### src/hdl/cgu_pkg.sv
package cgu_pkg;

    ////////////////////////////////////////////////////////////////////////
    // register map, byte addresses of the low address byte
    localparam logic [7:0] OFF_CTRL  = 8'h00;
    localparam logic [7:0] OFF_DIV   = 8'h04;
    localparam logic [7:0] OFF_RANGE = 8'h08;
    localparam logic [7:0] OFF_STAT  = 8'h0C;
    localparam logic [7:0] OFF_ISTAT = 8'h10;
    localparam logic [7:0] OFF_IMASK = 8'h14;

    ////////////////////////////////////////////////////////////////////////
    // field positions
    localparam int DIV_R_POS   = 16;
    localparam int RANGE_E_POS = 8;

    ////////////////////////////////////////////////////////////////////////
    // reset values
    localparam logic [5:0]  CTRL_RST  = 6'h04;
    localparam int          N_RST     = 1;
    localparam int          R_RST     = 1;
    localparam logic [7:0]  L_RST     = 8'h01;
    localparam logic [1:0]  E_RST     = 2'h0;
    localparam logic [31:0] RDATA_RST = 32'h0000_0000;

    ////////////////////////////////////////////////////////////////////////
    // counts
    localparam int LOCK_CW    = 16;
    localparam int F_NOM_HZ   = 71_400;
    localparam int CLK_HZ     = 125_000_000;

    typedef struct packed {
        logic sys_xtal;
        logic run_stop;
        logic man_trk;
        logic auto_md;
        logic pll_en;
        logic sel_vco;
    } cgu_ctrl_t;

    typedef struct packed {
        logic fast;
        logic up;
        logic dn;
    } cgu_pump_t;

    typedef enum logic [1:0] {
        MD_ACQ = 2'b01,
        MD_TRK = 2'b10
    } cgu_mode_t;

endpackage

### src/hdl/cgu_top.sv
// Design decisions made here: the AHB-Lite interface to the registers and the register offsets.
`timescale 1ns/1ps
module cgu_top #(
    parameter int NW       = 8,
    parameter int LOCK_WIN = 64,
    parameter int LOCK_TOL = 2
) (
    input  wire logic              clk_in,
    input  wire logic              arst_n_in,
    input  wire logic              ce_in,
    input  wire logic              hsel_in,
    input  wire logic [31:0]       haddr_in,
    input  wire logic [1:0]        htrans_in,
    input  wire logic              hwrite_in,
    input  wire logic [2:0]        hsize_in,
    input  wire logic [31:0]       hwdata_in,
    input  wire logic              hready_in,
    output logic                   hreadyout_out,
    output logic                   hresp_out,
    output logic [31:0]            hrdata_out,
    input  wire logic              crystal_clock_in,
    input  wire logic              vco_clock_in,
    input  wire logic              sysint_osc_enable_in,
    output logic                   osc_enable_out,
    output logic                   pll_reference_clock_out,
    output logic                   final_reference_clock_out,
    output logic                   vco_feedback_clock_out,
    output logic                   base_clock_out,
    output logic                   bus_clock_out,
    output logic                   sys_clock_out,
    output cgu_pkg::cgu_pump_t     pump_out,
    output logic [7:0]             vco_lin_out,
    output logic [1:0]             vco_exp_out,
    output logic                   locked_out,
    output logic                   tracking_out,
    output logic                   irq_out
);
    import cgu_pkg::*;

    function automatic logic [NW-1:0] div_top(input logic [NW-1:0] n);
        div_top = (n == '0) ? '0 : n - 1'b1;
    endfunction

    ////////////////////////////////////////////////////////////////////////
    // declarations
    logic            wr_q, wr_d;
    logic [7:0]      waddr_q, waddr_d;
    logic [31:0]     rdata_q, rdata_d;
    cgu_ctrl_t       ctrl_q, ctrl_d;
    logic [NW-1:0]   ndiv_q, ndiv_d, rdiv_q, rdiv_d;
    logic [7:0]      lin_q, lin_d;
    logic [1:0]      exp_q, exp_d;
    logic            imask_q, imask_d;
    logic            xs_q, vs_q, base_q, base_d, bus_q, bus_d, sys_q, sys_d, osc_q, osc_d;
    logic [NW-1:0]   fbcnt_q, fbcnt_d, rfcnt_q, rfcnt_d;
    logic            fbp_q, fbp_d, rfp_q, rfp_d, fbclk_q, fbclk_d, rfclk_q, rfclk_d;
    logic            x_re, v_re, sel_re;
    logic            up_q, up_d, dn_q, dn_d, lock_q, lock_d, ist_q, ist_d, irq_q, irq_d;
    logic [LOCK_CW-1:0] win_q, win_d, fcnt_q, fcnt_d, fsum;
    cgu_mode_t       mode_q, mode_d;
    logic            go_trk;

    ////////////////////////////////////////////////////////////////////////
    // ahb-lite slave: zero wait states, read data taken from next values
    // so a read right behind a write already sees the new contents
    always_comb begin
        logic acc;
        acc     = hsel_in & htrans_in[1] & hready_in;
        wr_d    = acc & hwrite_in;
        waddr_d = acc ? haddr_in[7:0] : waddr_q;
        rdata_d = rdata_q;
        if (acc && !hwrite_in) begin
            case (haddr_in[7:0])
                OFF_CTRL:  rdata_d = {26'h000_0000, ctrl_d};
                OFF_DIV:   rdata_d = (32'(rdiv_d) << DIV_R_POS) | 32'(ndiv_d);
                OFF_RANGE: rdata_d = (32'(exp_d) << RANGE_E_POS) | 32'(lin_d);
                OFF_STAT:  rdata_d = {30'h0000_0000, mode_d == MD_TRK, lock_d};
                OFF_ISTAT: rdata_d = {31'h0000_0000, ist_d};
                OFF_IMASK: rdata_d = {31'h0000_0000, imask_d};
                default:   rdata_d = RDATA_RST;
            endcase
        end
    end

    always_ff @(posedge clk_in or negedge arst_n_in) begin
        if (!arst_n_in) begin
            wr_q    <= 1'b0;
            waddr_q <= 8'h00;
            rdata_q <= RDATA_RST;
        end else if (ce_in) begin
            wr_q    <= wr_d;
            waddr_q <= waddr_d;
            rdata_q <= rdata_d;
        end
    end

    assign hreadyout_out = 1'b1;
    assign hresp_out     = 1'b0;
    assign hrdata_out    = rdata_q;

    ////////////////////////////////////////////////////////////////////////
    // configuration registers
    always_comb begin
        ctrl_d  = ctrl_q;
        ndiv_d  = ndiv_q;
        rdiv_d  = rdiv_q;
        lin_d   = lin_q;
        exp_d   = exp_q;
        imask_d = imask_q;
        if (wr_q) begin
            case (waddr_q)
                OFF_CTRL:  ctrl_d = hwdata_in[5:0];
                OFF_DIV: begin
                    ndiv_d = hwdata_in[NW-1:0];
                    rdiv_d = hwdata_in[DIV_R_POS +: NW];
                end
                OFF_RANGE: begin
                    lin_d = hwdata_in[7:0];
                    exp_d = hwdata_in[RANGE_E_POS +: 2];
                end
                OFF_IMASK: imask_d = hwdata_in[0];
                default:   ctrl_d = ctrl_q;
            endcase
        end
    end

    always_ff @(posedge clk_in or negedge arst_n_in) begin
        if (!arst_n_in) begin
            ctrl_q  <= CTRL_RST;
            ndiv_q  <= NW'(N_RST);
            rdiv_q  <= NW'(R_RST);
            lin_q   <= L_RST;
            exp_q   <= E_RST;
            imask_q <= 1'b0;
        end else if (ce_in) begin
            ctrl_q  <= ctrl_d;
            ndiv_q  <= ndiv_d;
            rdiv_q  <= rdiv_d;
            lin_q   <= lin_d;
            exp_q   <= exp_d;
            imask_q <= imask_d;
        end
    end

    assign vco_lin_out = lin_q;
    assign vco_exp_out = exp_q;

    ////////////////////////////////////////////////////////////////////////
    // clock dividers; clocks are sampled levels, so output rates are limited to half of clk_in
    // for the crystal copies and to a quarter of clk_in or less for the divided clocks
    assign x_re   = crystal_clock_in & ~xs_q;
    assign v_re   = vco_clock_in & ~vs_q & ctrl_q.pll_en;
    assign sel_re = ctrl_q.sel_vco ? v_re : x_re;

    always_comb begin
        base_d  = base_q ^ sel_re;
        bus_d   = bus_q ^ (sel_re & ~base_q);
        sys_d   = ctrl_q.sys_xtal ? crystal_clock_in : base_d;
        osc_d   = sysint_osc_enable_in | ctrl_q.run_stop;
        fbcnt_d = fbcnt_q;
        rfcnt_d = rfcnt_q;
        fbp_d   = 1'b0;
        rfp_d   = 1'b0;
        if (!ctrl_q.pll_en) begin
            fbcnt_d = '0;
            rfcnt_d = '0;
        end else begin
            if (v_re) begin
                if (fbcnt_q == div_top(ndiv_q)) begin
                    fbcnt_d = '0;
                    fbp_d   = 1'b1;
                end else begin
                    fbcnt_d = fbcnt_q + 1'b1;
                end
            end
            if (x_re) begin
                if (rfcnt_q == div_top(rdiv_q)) begin
                    rfcnt_d = '0;
                    rfp_d   = 1'b1;
                end else begin
                    rfcnt_d = rfcnt_q + 1'b1;
                end
            end
        end
        fbclk_d = ctrl_q.pll_en & (fbcnt_d == '0);
        rfclk_d = ctrl_q.pll_en & (rfcnt_d == '0);
    end

    always_ff @(posedge clk_in or negedge arst_n_in) begin
        if (!arst_n_in) begin
            xs_q    <= 1'b0;
            vs_q    <= 1'b0;
            base_q  <= 1'b0;
            bus_q   <= 1'b0;
            sys_q   <= 1'b0;
            osc_q   <= 1'b0;
            fbcnt_q <= '0;
            rfcnt_q <= '0;
            fbp_q   <= 1'b0;
            rfp_q   <= 1'b0;
            fbclk_q <= 1'b0;
            rfclk_q <= 1'b0;
        end else if (ce_in) begin
            xs_q    <= crystal_clock_in;
            vs_q    <= vco_clock_in;
            base_q  <= base_d;
            bus_q   <= bus_d;
            sys_q   <= sys_d;
            osc_q   <= osc_d;
            fbcnt_q <= fbcnt_d;
            rfcnt_q <= rfcnt_d;
            fbp_q   <= fbp_d;
            rfp_q   <= rfp_d;
            fbclk_q <= fbclk_d;
            rfclk_q <= rfclk_d;
        end
    end

    assign pll_reference_clock_out   = xs_q;
    assign final_reference_clock_out = rfclk_q;
    assign vco_feedback_clock_out    = fbclk_q;
    assign base_clock_out            = base_q;
    assign bus_clock_out             = bus_q;
    assign sys_clock_out             = sys_q;
    assign osc_enable_out            = osc_q;

    ////////////////////////////////////////////////////////////////////////
    // phase detector, lock detector, mode and lock interrupt
    // window counted in reference edges, so lock time follows the reference
    assign fsum = fcnt_q + LOCK_CW'(fbp_q);

    always_comb begin
        up_d   = ctrl_q.pll_en & (up_q | rfp_q);
        dn_d   = ctrl_q.pll_en & (dn_q | fbp_q);
        if (up_d && dn_d) begin
            up_d = 1'b0;
            dn_d = 1'b0;
        end
        win_d  = win_q;
        fcnt_d = (fsum == '1) ? fcnt_q : fsum;
        lock_d = lock_q;
        if (!ctrl_q.pll_en) begin
            win_d  = '0;
            fcnt_d = '0;
            lock_d = 1'b0;
        end else if (rfp_q) begin
            if (win_q == LOCK_CW'(LOCK_WIN - 1)) begin
                win_d  = '0;
                fcnt_d = '0;
                lock_d = (int'(fsum) >= LOCK_WIN - LOCK_TOL) && (int'(fsum) <= LOCK_WIN + LOCK_TOL);
            end else begin
                win_d = win_q + 1'b1;
            end
        end
        go_trk = ctrl_q.auto_md ? lock_d : ctrl_q.man_trk;
        case (mode_q)
            MD_ACQ:  mode_d = go_trk ? MD_TRK : MD_ACQ;
            MD_TRK:  mode_d = go_trk ? MD_TRK : MD_ACQ;
            default: mode_d = MD_ACQ;
        endcase
        ist_d = ist_q;
        if (wr_q && waddr_q == OFF_ISTAT && hwdata_in[0]) begin
            ist_d = 1'b0;
        end
        // a lock change in the clearing cycle must not be lost
        if (lock_d != lock_q) begin
            ist_d = 1'b1;
        end
        irq_d = ist_d & imask_d;
    end

    always_ff @(posedge clk_in or negedge arst_n_in) begin
        if (!arst_n_in) begin
            up_q   <= 1'b0;
            dn_q   <= 1'b0;
            win_q  <= '0;
            fcnt_q <= '0;
            lock_q <= 1'b0;
            mode_q <= MD_ACQ;
            ist_q  <= 1'b0;
            irq_q  <= 1'b0;
        end else if (ce_in) begin
            up_q   <= up_d;
            dn_q   <= dn_d;
            win_q  <= win_d;
            fcnt_q <= fcnt_d;
            lock_q <= lock_d;
            mode_q <= mode_d;
            ist_q  <= ist_d;
            irq_q  <= irq_d;
        end
    end

    assign pump_out     = '{fast: mode_q[0], up: up_q, dn: dn_q};
    assign locked_out   = lock_q;
    assign tracking_out = mode_q[1];
    assign irq_out      = irq_q;
endmodule

### config.mk
export PLATFORM = sky130hd
export DESIGN_NAME = cgu_top
export DESIGN_NICKNAME = d
export VERILOG_FILES = /design/src/hdl/cgu_pkg.sv /design/src/hdl/cgu_top.sv
export SDC_FILE = /design/constraint.sdc
export NUM_CORES = 1
export LEC_CHECK = 0
export BUFFER_PORTS_ARGS = -buffer_cell sky130_fd_sc_hd__buf_2
export CORE_MARGIN = 1
export CORE_UTILIZATION = 40
export CTS_BUF_LIST = sky130_fd_sc_hd__clkbuf_16
export CTS_CLUSTER_SIZE = 25
export DETAILED_ROUTE_END_ITERATION = 8
export GPL_TIMING_DRIVEN = 0
export SLEW_MARGIN = 0
export SYNTH_ARGS = -nofsm -noshare
export SYNTH_HDL_FRONTEND = slang
export SYNTH_SLANG_ARGS = --single-unit
### constraint.sdc
create_clock -name clk_in -period 3.8 [get_ports clk_in]
set_clock_uncertainty 0.2 [all_clocks]
set_input_delay 0.57 -clock clk_in [delete_from_list [all_inputs] [get_ports clk_in]]
set_output_delay 0.57 -clock clk_in [all_outputs]
set_load 0.02 [all_outputs]
=== Word level (Yosys, flattened, before mapping) ===
Cells that the tools add are included.

* Register bits: 139
* Bits in latches: 0
* Memory bits (writable): 0
* Memory bits (read-only): 0
* Input bits: 78
* Output and inout bits: 57
* Logic and storage cells: 144
* Memories kept: 0

* Add/sub/neg operators: 6
* Multiply operators: 0
* Divide/modulo/power cells: 0
* $lt $le $gt $ge: 2
* Eq/ne operators: 18
* Shift-type cells: 0
* Multiplexer cells: 46
* Bitwise operators: 22
* Reductions and logical operators: 16

{| class="wikitable"
|+ Operator list
! operator !! number
|-
| 24-bit case mux with 6 select lines || 1
|-
| 16-bit two-way mux || 7
|-
| 8-bit two-way mux || 14
|-
| 8-bit logical NOT || 6
|-
| 8-bit by 5-bit == test with 1-bit output (second input constant) || 4
|-
| 8-bit by 4-bit == test with 1-bit output (second input constant) || 3
|-
| 24-bit by 8-bit OR with 24-bit output || 1
|-
| 1-bit two-way mux || 18
|-
| 16-bit by 1-bit adder with 16-bit output || 1
|-
| 16-bit by 1-bit adder with 16-bit output (second input constant) || 1
|-
| 8-bit by 1-bit adder with 8-bit output (second input constant) || 2
|-
| 16-bit == test (second input constant) || 1
|-
| 16-bit by 6-bit == test with 1-bit output (second input constant) || 1
|-
| 8-bit by 3-bit == test with 1-bit output (second input constant) || 2
|-
| 8-bit == test || 2
|-
| 16-bit by 6-bit greater-or-equal comparator with 1-bit output (second input constant) || 1
|-
| 16-bit by 7-bit less-or-equal comparator with 1-bit output (second input constant) || 1
|-
| 8-bit by 1-bit subtractor with 8-bit output (second input constant) || 2
|-
| 1-bit AND || 12
|-
| 6-bit two-way mux || 2
|-
| 10-bit by 8-bit OR with 10-bit output || 1
|-
| 2-bit two-way mux || 4
|-
| 2-bit AND reduction || 3
|-
| 1-bit logical AND || 5
|-
| 9 further kinds || 15
|}

=== Depth between registers and ports, before layout ===
* Word-level depth: 11
* Mapped depth: 10
* Mapped depth without buffers: 9

=== Worst setup path after synthesis ===
Ideal clock, no wire load.

* Kind: reg-to-reg
* Start: register rdiv_q[3]
* End: register rfcnt_q[1]
* Setup time: 0.129 ns
* Arrival: 2.645 ns
* Data required time: 3.471 ns
* Path slack: 0.826 ns
* Cell stages (with the launch flop): 9
* Path buffers: 1
* Clock period less this slack: 2.974 ns
* Path through: dfrtp_1 or4_4 o21a_1 or3_1 a221o_1 or4_4 buf_6 a32oi_1 o22ai_1

* Cells in the longest elaborated chain, start to end: 6
* Elaborated cells on any way between the ends: 7
* Classes of those cells: add/sub (1); eq/ne (1); mux (4); reduce/logical (1)

{| class="wikitable"
|+ Ends and longest elaborated chain
! item !! line !! source
|-
| from (decl) || cgu_top.sv:50 || <nowiki>logic [NW-1:0] ndiv_q, ndiv_d, rdiv_q, rdiv_d;</nowiki>
|-
| from (signal assigned) || cgu_top.sv:131 || <nowiki>rdiv_q <= NW'(R_RST);</nowiki>
|-
| from (signal assigned) || cgu_top.sv:138 || <nowiki>rdiv_q <= rdiv_d;</nowiki>
|-
| 8-bit by 1-bit subtractor with 8-bit output / 8-bit logical NOT (equally long branches) || cgu_top.sv:41 || <nowiki>div_top = (n == '0) ? '0 : n - 1'b1;</nowiki>
|-
| 8-bit two-way mux (*) || cgu_top.sv:41 ||
|-
| 8-bit == test (*) || cgu_top.sv:177 || <nowiki>if (rfcnt_q == div_top(rdiv_q)) begin</nowiki>
|-
| 8-bit two-way mux (*) || cgu_top.sv:177 ||
|-
| 8-bit two-way mux (*) || cgu_top.sv:176 || <nowiki>if (x_re) begin</nowiki>
|-
| 8-bit two-way mux (*) || cgu_top.sv:164 || <nowiki>if (!ctrl_q.pll_en) begin</nowiki>
|-
| to (signal assigned) || cgu_top.sv:211 || <nowiki>rfcnt_q <= rfcnt_d;</nowiki>
|-
| to (decl) || cgu_top.sv:55 || <nowiki>logic [NW-1:0] fbcnt_q, fbcnt_d, rfcnt_q, rfcnt_d;</nowiki>
|}

Every way passes the cells marked *; elsewhere a longest branch is shown, timed or not.
A chain may end at the register's enable or synchronous reset.

=== Worst setup path after layout ===
* Start: register fbp_q
* End: register rdata_q[1], in the netlist hrdata_out[1]

* Cells in the longest elaborated chain, start to end: 11
* Elaborated cells on any way between the ends: 12
* Classes of those cells: add/sub (1); order compare (2); eq/ne (1); mux (7); reduce/logical (1)

{| class="wikitable"
|+ Ends and longest elaborated chain
! item !! line !! source
|-
| from (decl) || cgu_top.sv:56 || <nowiki>logic fbp_q, fbp_d, rfp_q, rfp_d, fbclk_q, fbclk_d, rfclk_q, rfclk_d;</nowiki>
|-
| from (signal assigned) || cgu_top.sv:212 || <nowiki>fbp_q <= fbp_d;</nowiki>
|-
| 16-bit by 1-bit adder with 16-bit output (*) || cgu_top.sv:230 || <nowiki>assign fsum = fcnt_q + LOCK_CW'(fbp_q);</nowiki>
|-
| 16-bit by 6-bit greater-or-equal comparator with 1-bit output / 16-bit by 7-bit less-or-equal comparator with 1-bit output (equally long branches) || cgu_top.sv:250 || <nowiki>lock_d = (int'(fsum) >= LOCK_WIN - LOCK_TOL) && (int'(fsum) <= LOCK_WIN + LOCK_TOL);</nowiki>
|-
| 1-bit logical AND (*) || cgu_top.sv:250 ||
|-
| 1-bit two-way mux (*) || cgu_top.sv:247 || <nowiki>if (win_q == LOCK_CW'(LOCK_WIN - 1)) begin</nowiki>
|-
| 1-bit two-way mux (*) || cgu_top.sv:246 || <nowiki>end else if (rfp_q) begin</nowiki>
|-
| 1-bit two-way mux (*) || cgu_top.sv:242 || <nowiki>if (!ctrl_q.pll_en) begin</nowiki>
|-
| 1-bit two-way mux (*) || cgu_top.sv:255 || <nowiki>go_trk = ctrl_q.auto_md ? lock_d : ctrl_q.man_trk;</nowiki>
|-
| 2-bit two-way mux (*) || cgu_top.sv:257, cgu_top.sv:258 ||
|-
| 2-bit two-way mux (*) || -- ||
|-
| 2-bit == test (*) || cgu_top.sv:77 || <nowiki>OFF_STAT: rdata_d = {30'h0000_0000, mode_d == MD_TRK, lock_d};</nowiki>
|-
| 24-bit case mux with 6 select lines (*) || cgu_top.sv:73 || <nowiki>case (haddr_in[7:0])</nowiki>
|-
| to (signal assigned) || cgu_top.sv:93 || <nowiki>rdata_q <= rdata_d;</nowiki>
|-
| to (decl) || cgu_top.sv:48 || <nowiki>logic [31:0] rdata_q, rdata_d;</nowiki>
|}

Marked as above.

==> key figures <==
Clocking
  • Post-CTS Repair Setup Buffers: 0
  • Clock tree from TritonCTS: yes
  • H-tree depth: 4
  • Buffer type at the clock tree root: sky130_fd_sc_hd__clkbuf_16
  • Clk slew on worst S/H paths: 0.06 ns
  • Quantity of hold-fixing buffers added after cts: 1
  • Clock latency on the worst-skew pair: ~0.43 ns
  • Number of cells upsized or downsized after cts: 0
  • Clock tree sinks: 125
  • Number of buffers created by CTS: 17
  • CTS max path bufs: 2

Pwr
  • Pwr dens: 404 nW/µm²
  • Leakage Power: approximately 4.0 nW
  • Largest vdd supply drop: ~0.00028 V

Routing
  • Via count: 6542
  • Met3 routed WL: ~770 µm
  • Detailed Route WL: slightly below 20000 µm
  • Highest metal used: met4
  • Detail Route Antenna Nets: 0
  • Initial detailed-routing violation count: 450
  • DRC: 0
  • Average via count per standard cell: 5.54
  • Met2 routed WL: around 9400 µm
  • DR WL/cell: 16.8 µm
  • Number of iterations in the first detailed-routing pass: 5
  • Length of routed wiring on met1: 9330 µm

Die
  • # rows: 50
  • Initial standard-cell utilization of the core: 0.408
  • Die outline area: 19600 µm²
  • Die Ht: 140 µm
  • Number of primary I/O pins: 135
  • Core footprint: 18700 µm²
  • Die X: 140 µm

Worst setup path
  • R2R depth: 9
  • Worst reg-to-reg setup slack: 0.27 ns
  • Startpoint of the worst setup timing path: fbp_q
  • CP Buf/Inv Count: 1
  • CP Data Arrival Time: 3.67 ns
  • Type of the worst setup path: flop to flop
  • Cell type group with the largest total delay on the critical path: compound AO/OA/AOI/OAI gates
  • Critical R2R Capture: hrdata_out[1]
  • Element type at the critical path start: flop
  • Required time of the worst setup path: a little under 4 ns
  • Maximum fanout along the worst path: 7
  • Crit. End Element: flop
  • Crit path largest cell delay: 0.75 ns
  • Slowest-stage cell, CP: sky130_fd_sc_hd__nor4_1
  • Beginning of the worst register-to-register path: fbp_q
  • CP cell instances: ha_1 > clkbuf_1 > nand3_1 > nor4_1 > mux2i_1 > o211ai_1 > o31ai_1 > a21boi_0 > o21ai_0

Finish
  • Filler cell count in the final layout: 1781
  • Most common library cell in the layout ignoring fill and taps: sky130_fd_sc_hd__dfrtp_1
  • Leading cell types in the layout, fill and taps excluded: 120 x sky130_fd_sc_hd__dfrtp_1, 87 x sky130_fd_sc_hd__nand2_1, 76 x sky130_fd_sc_hd__buf_2, 60 x sky130_fd_sc_hd__o21ai_0, 55 x sky130_fd_sc_hd__nor2_1
  • Net count reported at finish: 1021
  • Ratio of cells with drive above 1 in the final layout: 0.219
  • Final cell utilization of the core: 0.482
  • Number of inserted diodes: 0
  • Area Growth Syn to Fin: 18.3%

Timing
  • Worst rel slew slack: 0.419
  • Portion of the clock cycle consumed by the worst path in the final layout: 0.928
  • Count of endpoints failing setup in the final report: 0
  • Actual transition at the worst max-transition pin: 0.860 ns
  • RSZ-0062 raised after global routing: false
  • Pins Over Slew Limit: 0
  • Peak Freq: 0.284 GHz
  • Aggregate negative setup slack: 0 ns
  • Final hold viol count: 0
  • Min Clock Period, post-route: 3.53 ns
  • Final critical-path setup slack: 0.275 ns

Placement
  • Routability cong.: 0.822
  • Setup Slack @ Placement: 0.281 ns
  • HPWL after detailed placement: 14300 µm
  • Count of buffers inserted at the top-level ports: 74

GRT
  • First-pass GRT wire length: approximately 33000 µm
  • Via count of the first global-routing pass: 6399
  • Remaining global-route overflow: 0
  • Antenna violations before repair: 0
  • Maximum number of pins on one net before global-route repair: 68
  • Tot GR Track Use: 0.213

Job
  • Max-Cap Viols: 0

Logic synthesis
  • Number of enable-type register cells in the synthesized netlist: 0
  • Count of cell types in the netlist: 75
  • Number of flip-flops and latches in the synthesized netlist: 125
  • Mean cell area of the mapped netlist: 9.23 µm²
  • Top cells by area in the synthesized netlist: sky130_fd_sc_hd__dfrtp_1 39%, sky130_fd_sc_hd__mux2_2 8.0%, sky130_fd_sc_hd__nand2_1 4.3%
  • Number of synthesis warnings: 0
  • Number of standard cells after synthesis: 826
  • Sequential area share after synthesis: 0.411
  • Netlist area before placement: ~7600 µm²
  • Synth top area share: 0.394
  • Post-synthesis cell type with the largest combined area: sky130_fd_sc_hd__dfrtp_1
  • Fraction of registers with async set/reset: 1.00
  • Primary flip-flop cell chosen by synthesis mapping: sky130_fd_sc_hd__dfrtp_1

Outcome
  • Outcome: finished clean

Worst hold path
  • Launch instance of the worst min-delay path: hwdata_in[16]
  • Worst hold path endpoint: rdiv_q[0]
  • Cell depth of the worst hold path: 3
  • Hold Path Class: input pin to flop
## area by class of cell
| cell class | instances | area (µm²) | area share |
|---|---|---|---|
| Buffer | 71 | 380 | 0.0422 |
| Timing Repair Buffer | 76 | 414 | 0.0459 |
| Clock buffer | 17 | 425 | 0.0472 |
| Inverter | 27 | 101 | 0.0112 |
| Tap cell | 234 | 293 | 0.0325 |
| Multi-Input combinational cell | 617 | 4060 | 0.450 |
| Clock inverter | 14 | 208 | 0.0230 |
| Sequential cell | 125 | 3130 | 0.348 |
## per-layer routing
metal / vias to the layer above / GRT usage
li1: 3199 / -
met1: 3177 / 0.286
met5: - / 0
met3: 20 / 0.0379
met2: 146 / 0.346
met4: 0 / 0.0688
## where the power goes
group          internal [W]  switching [W]  leakage [nW]  total, W
sequential          0.00140      0.0000651          1.66   0.00147
clock               0.00111       0.000660         0.303   0.00177
combinational      0.000164       0.000248          2.05  0.000412
total               0.00267       0.000973          4.00   0.00365
## kinds of logic after synthesis
family | Yosys count | share of synthesized area
XOR/XNOR | 36 | 0.0413
other | 2 | 0.000985
adder cells (fa/ha/maj) | 8 | 0.0131
flip-flops | 125 | 0.411
multiplexers | 78 | 0.111
AND/OR/NAND/NOR | 300 | 0.201
AO/OA/AOI/OAI | 179 | 0.158
buffers and inverters | 98 | 0.0632
## synthesized netlist by cell type (4+ instances only)
master,count
sky130_fd_sc_hd__dfstp_2,5
sky130_fd_sc_hd__o21ai_0,60
sky130_fd_sc_hd__a31oi_1,6
sky130_fd_sc_hd__o21a_1,4
sky130_fd_sc_hd__buf_4,23
sky130_fd_sc_hd__nand4b_1,4
sky130_fd_sc_hd__a32o_1,7
sky130_fd_sc_hd__nand2_1,87
sky130_fd_sc_hd__dfrtp_1,120
sky130_fd_sc_hd__mux2_2,54
sky130_fd_sc_hd__inv_1,27
sky130_fd_sc_hd__nor3b_1,5
sky130_fd_sc_hd__o22ai_1,6
sky130_fd_sc_hd__nand4_1,16
sky130_fd_sc_hd__nor2b_1,5
sky130_fd_sc_hd__mux2i_1,24
sky130_fd_sc_hd__o41ai_1,6
sky130_fd_sc_hd__o2bb2ai_1,7
sky130_fd_sc_hd__nor2_1,55
sky130_fd_sc_hd__nand3_1,34
sky130_fd_sc_hd__nor3_1,23
sky130_fd_sc_hd__or3_1,12
sky130_fd_sc_hd__a222oi_1,5
sky130_fd_sc_hd__clkbuf_1,38
sky130_fd_sc_hd__or4_1,7
sky130_fd_sc_hd__o31ai_1,11
sky130_fd_sc_hd__xnor2_1,19
sky130_fd_sc_hd__ha_1,8
sky130_fd_sc_hd__and3_1,9
sky130_fd_sc_hd__a21oi_1,29
sky130_fd_sc_hd__xor2_1,17
sky130_fd_sc_hd__a21o_1,5
sky130_fd_sc_hd__nor4_1,13
sky130_fd_sc_hd__nand2b_1,7
## sequential cells by signal, indices dropped and copies added (netlist names), 2 cells and up
name         flops
ctrl_q           6
hrdata_out      18
fbcnt_q          8
win_q           16
mode_q           2
vco_lin_out      8
ndiv_q           8
vco_exp_out      2
fcnt_q          16
rdiv_q           8
waddr_q          8
rfcnt_q          8
## worst max path at each step
stage	to	slack (ns)	cells past startpoint
after floorplan	rfcnt_q[1]	0.83	8
after global placement	vco_lin_out[6]	0.18	1
after detailed placement	hrdata_out[6]	0.28	7
after CTS	hrdata_out[1]	0.25	9
after global routing	hrdata_out[1]	0.05	9
final	hrdata_out[1]	0.27	9
## through the flow
step                      cells  total power (W)  hold WS [ns]  area [µm²]
after floorplan             840          0.00174        0.0744        7680
after global placement     1148          0.00189         0.257        8340
after detailed placement   1149          0.00190         0.266        8380
after CTS                  1181          0.00368         0.160        9020
after global routing       1181          0.00379         0.178        9020
final                      1181          0.00365         0.174        9020
## tightest hold or removal path, delay by kind of cell
family,cells,cell delay (ns)
buffers and inverters,1,0.11
AO/OA/AOI/OAI,1,0.07
AND/OR/NAND/NOR,1,0.04
No activity file was read; power rests on OpenSTA's default activity.
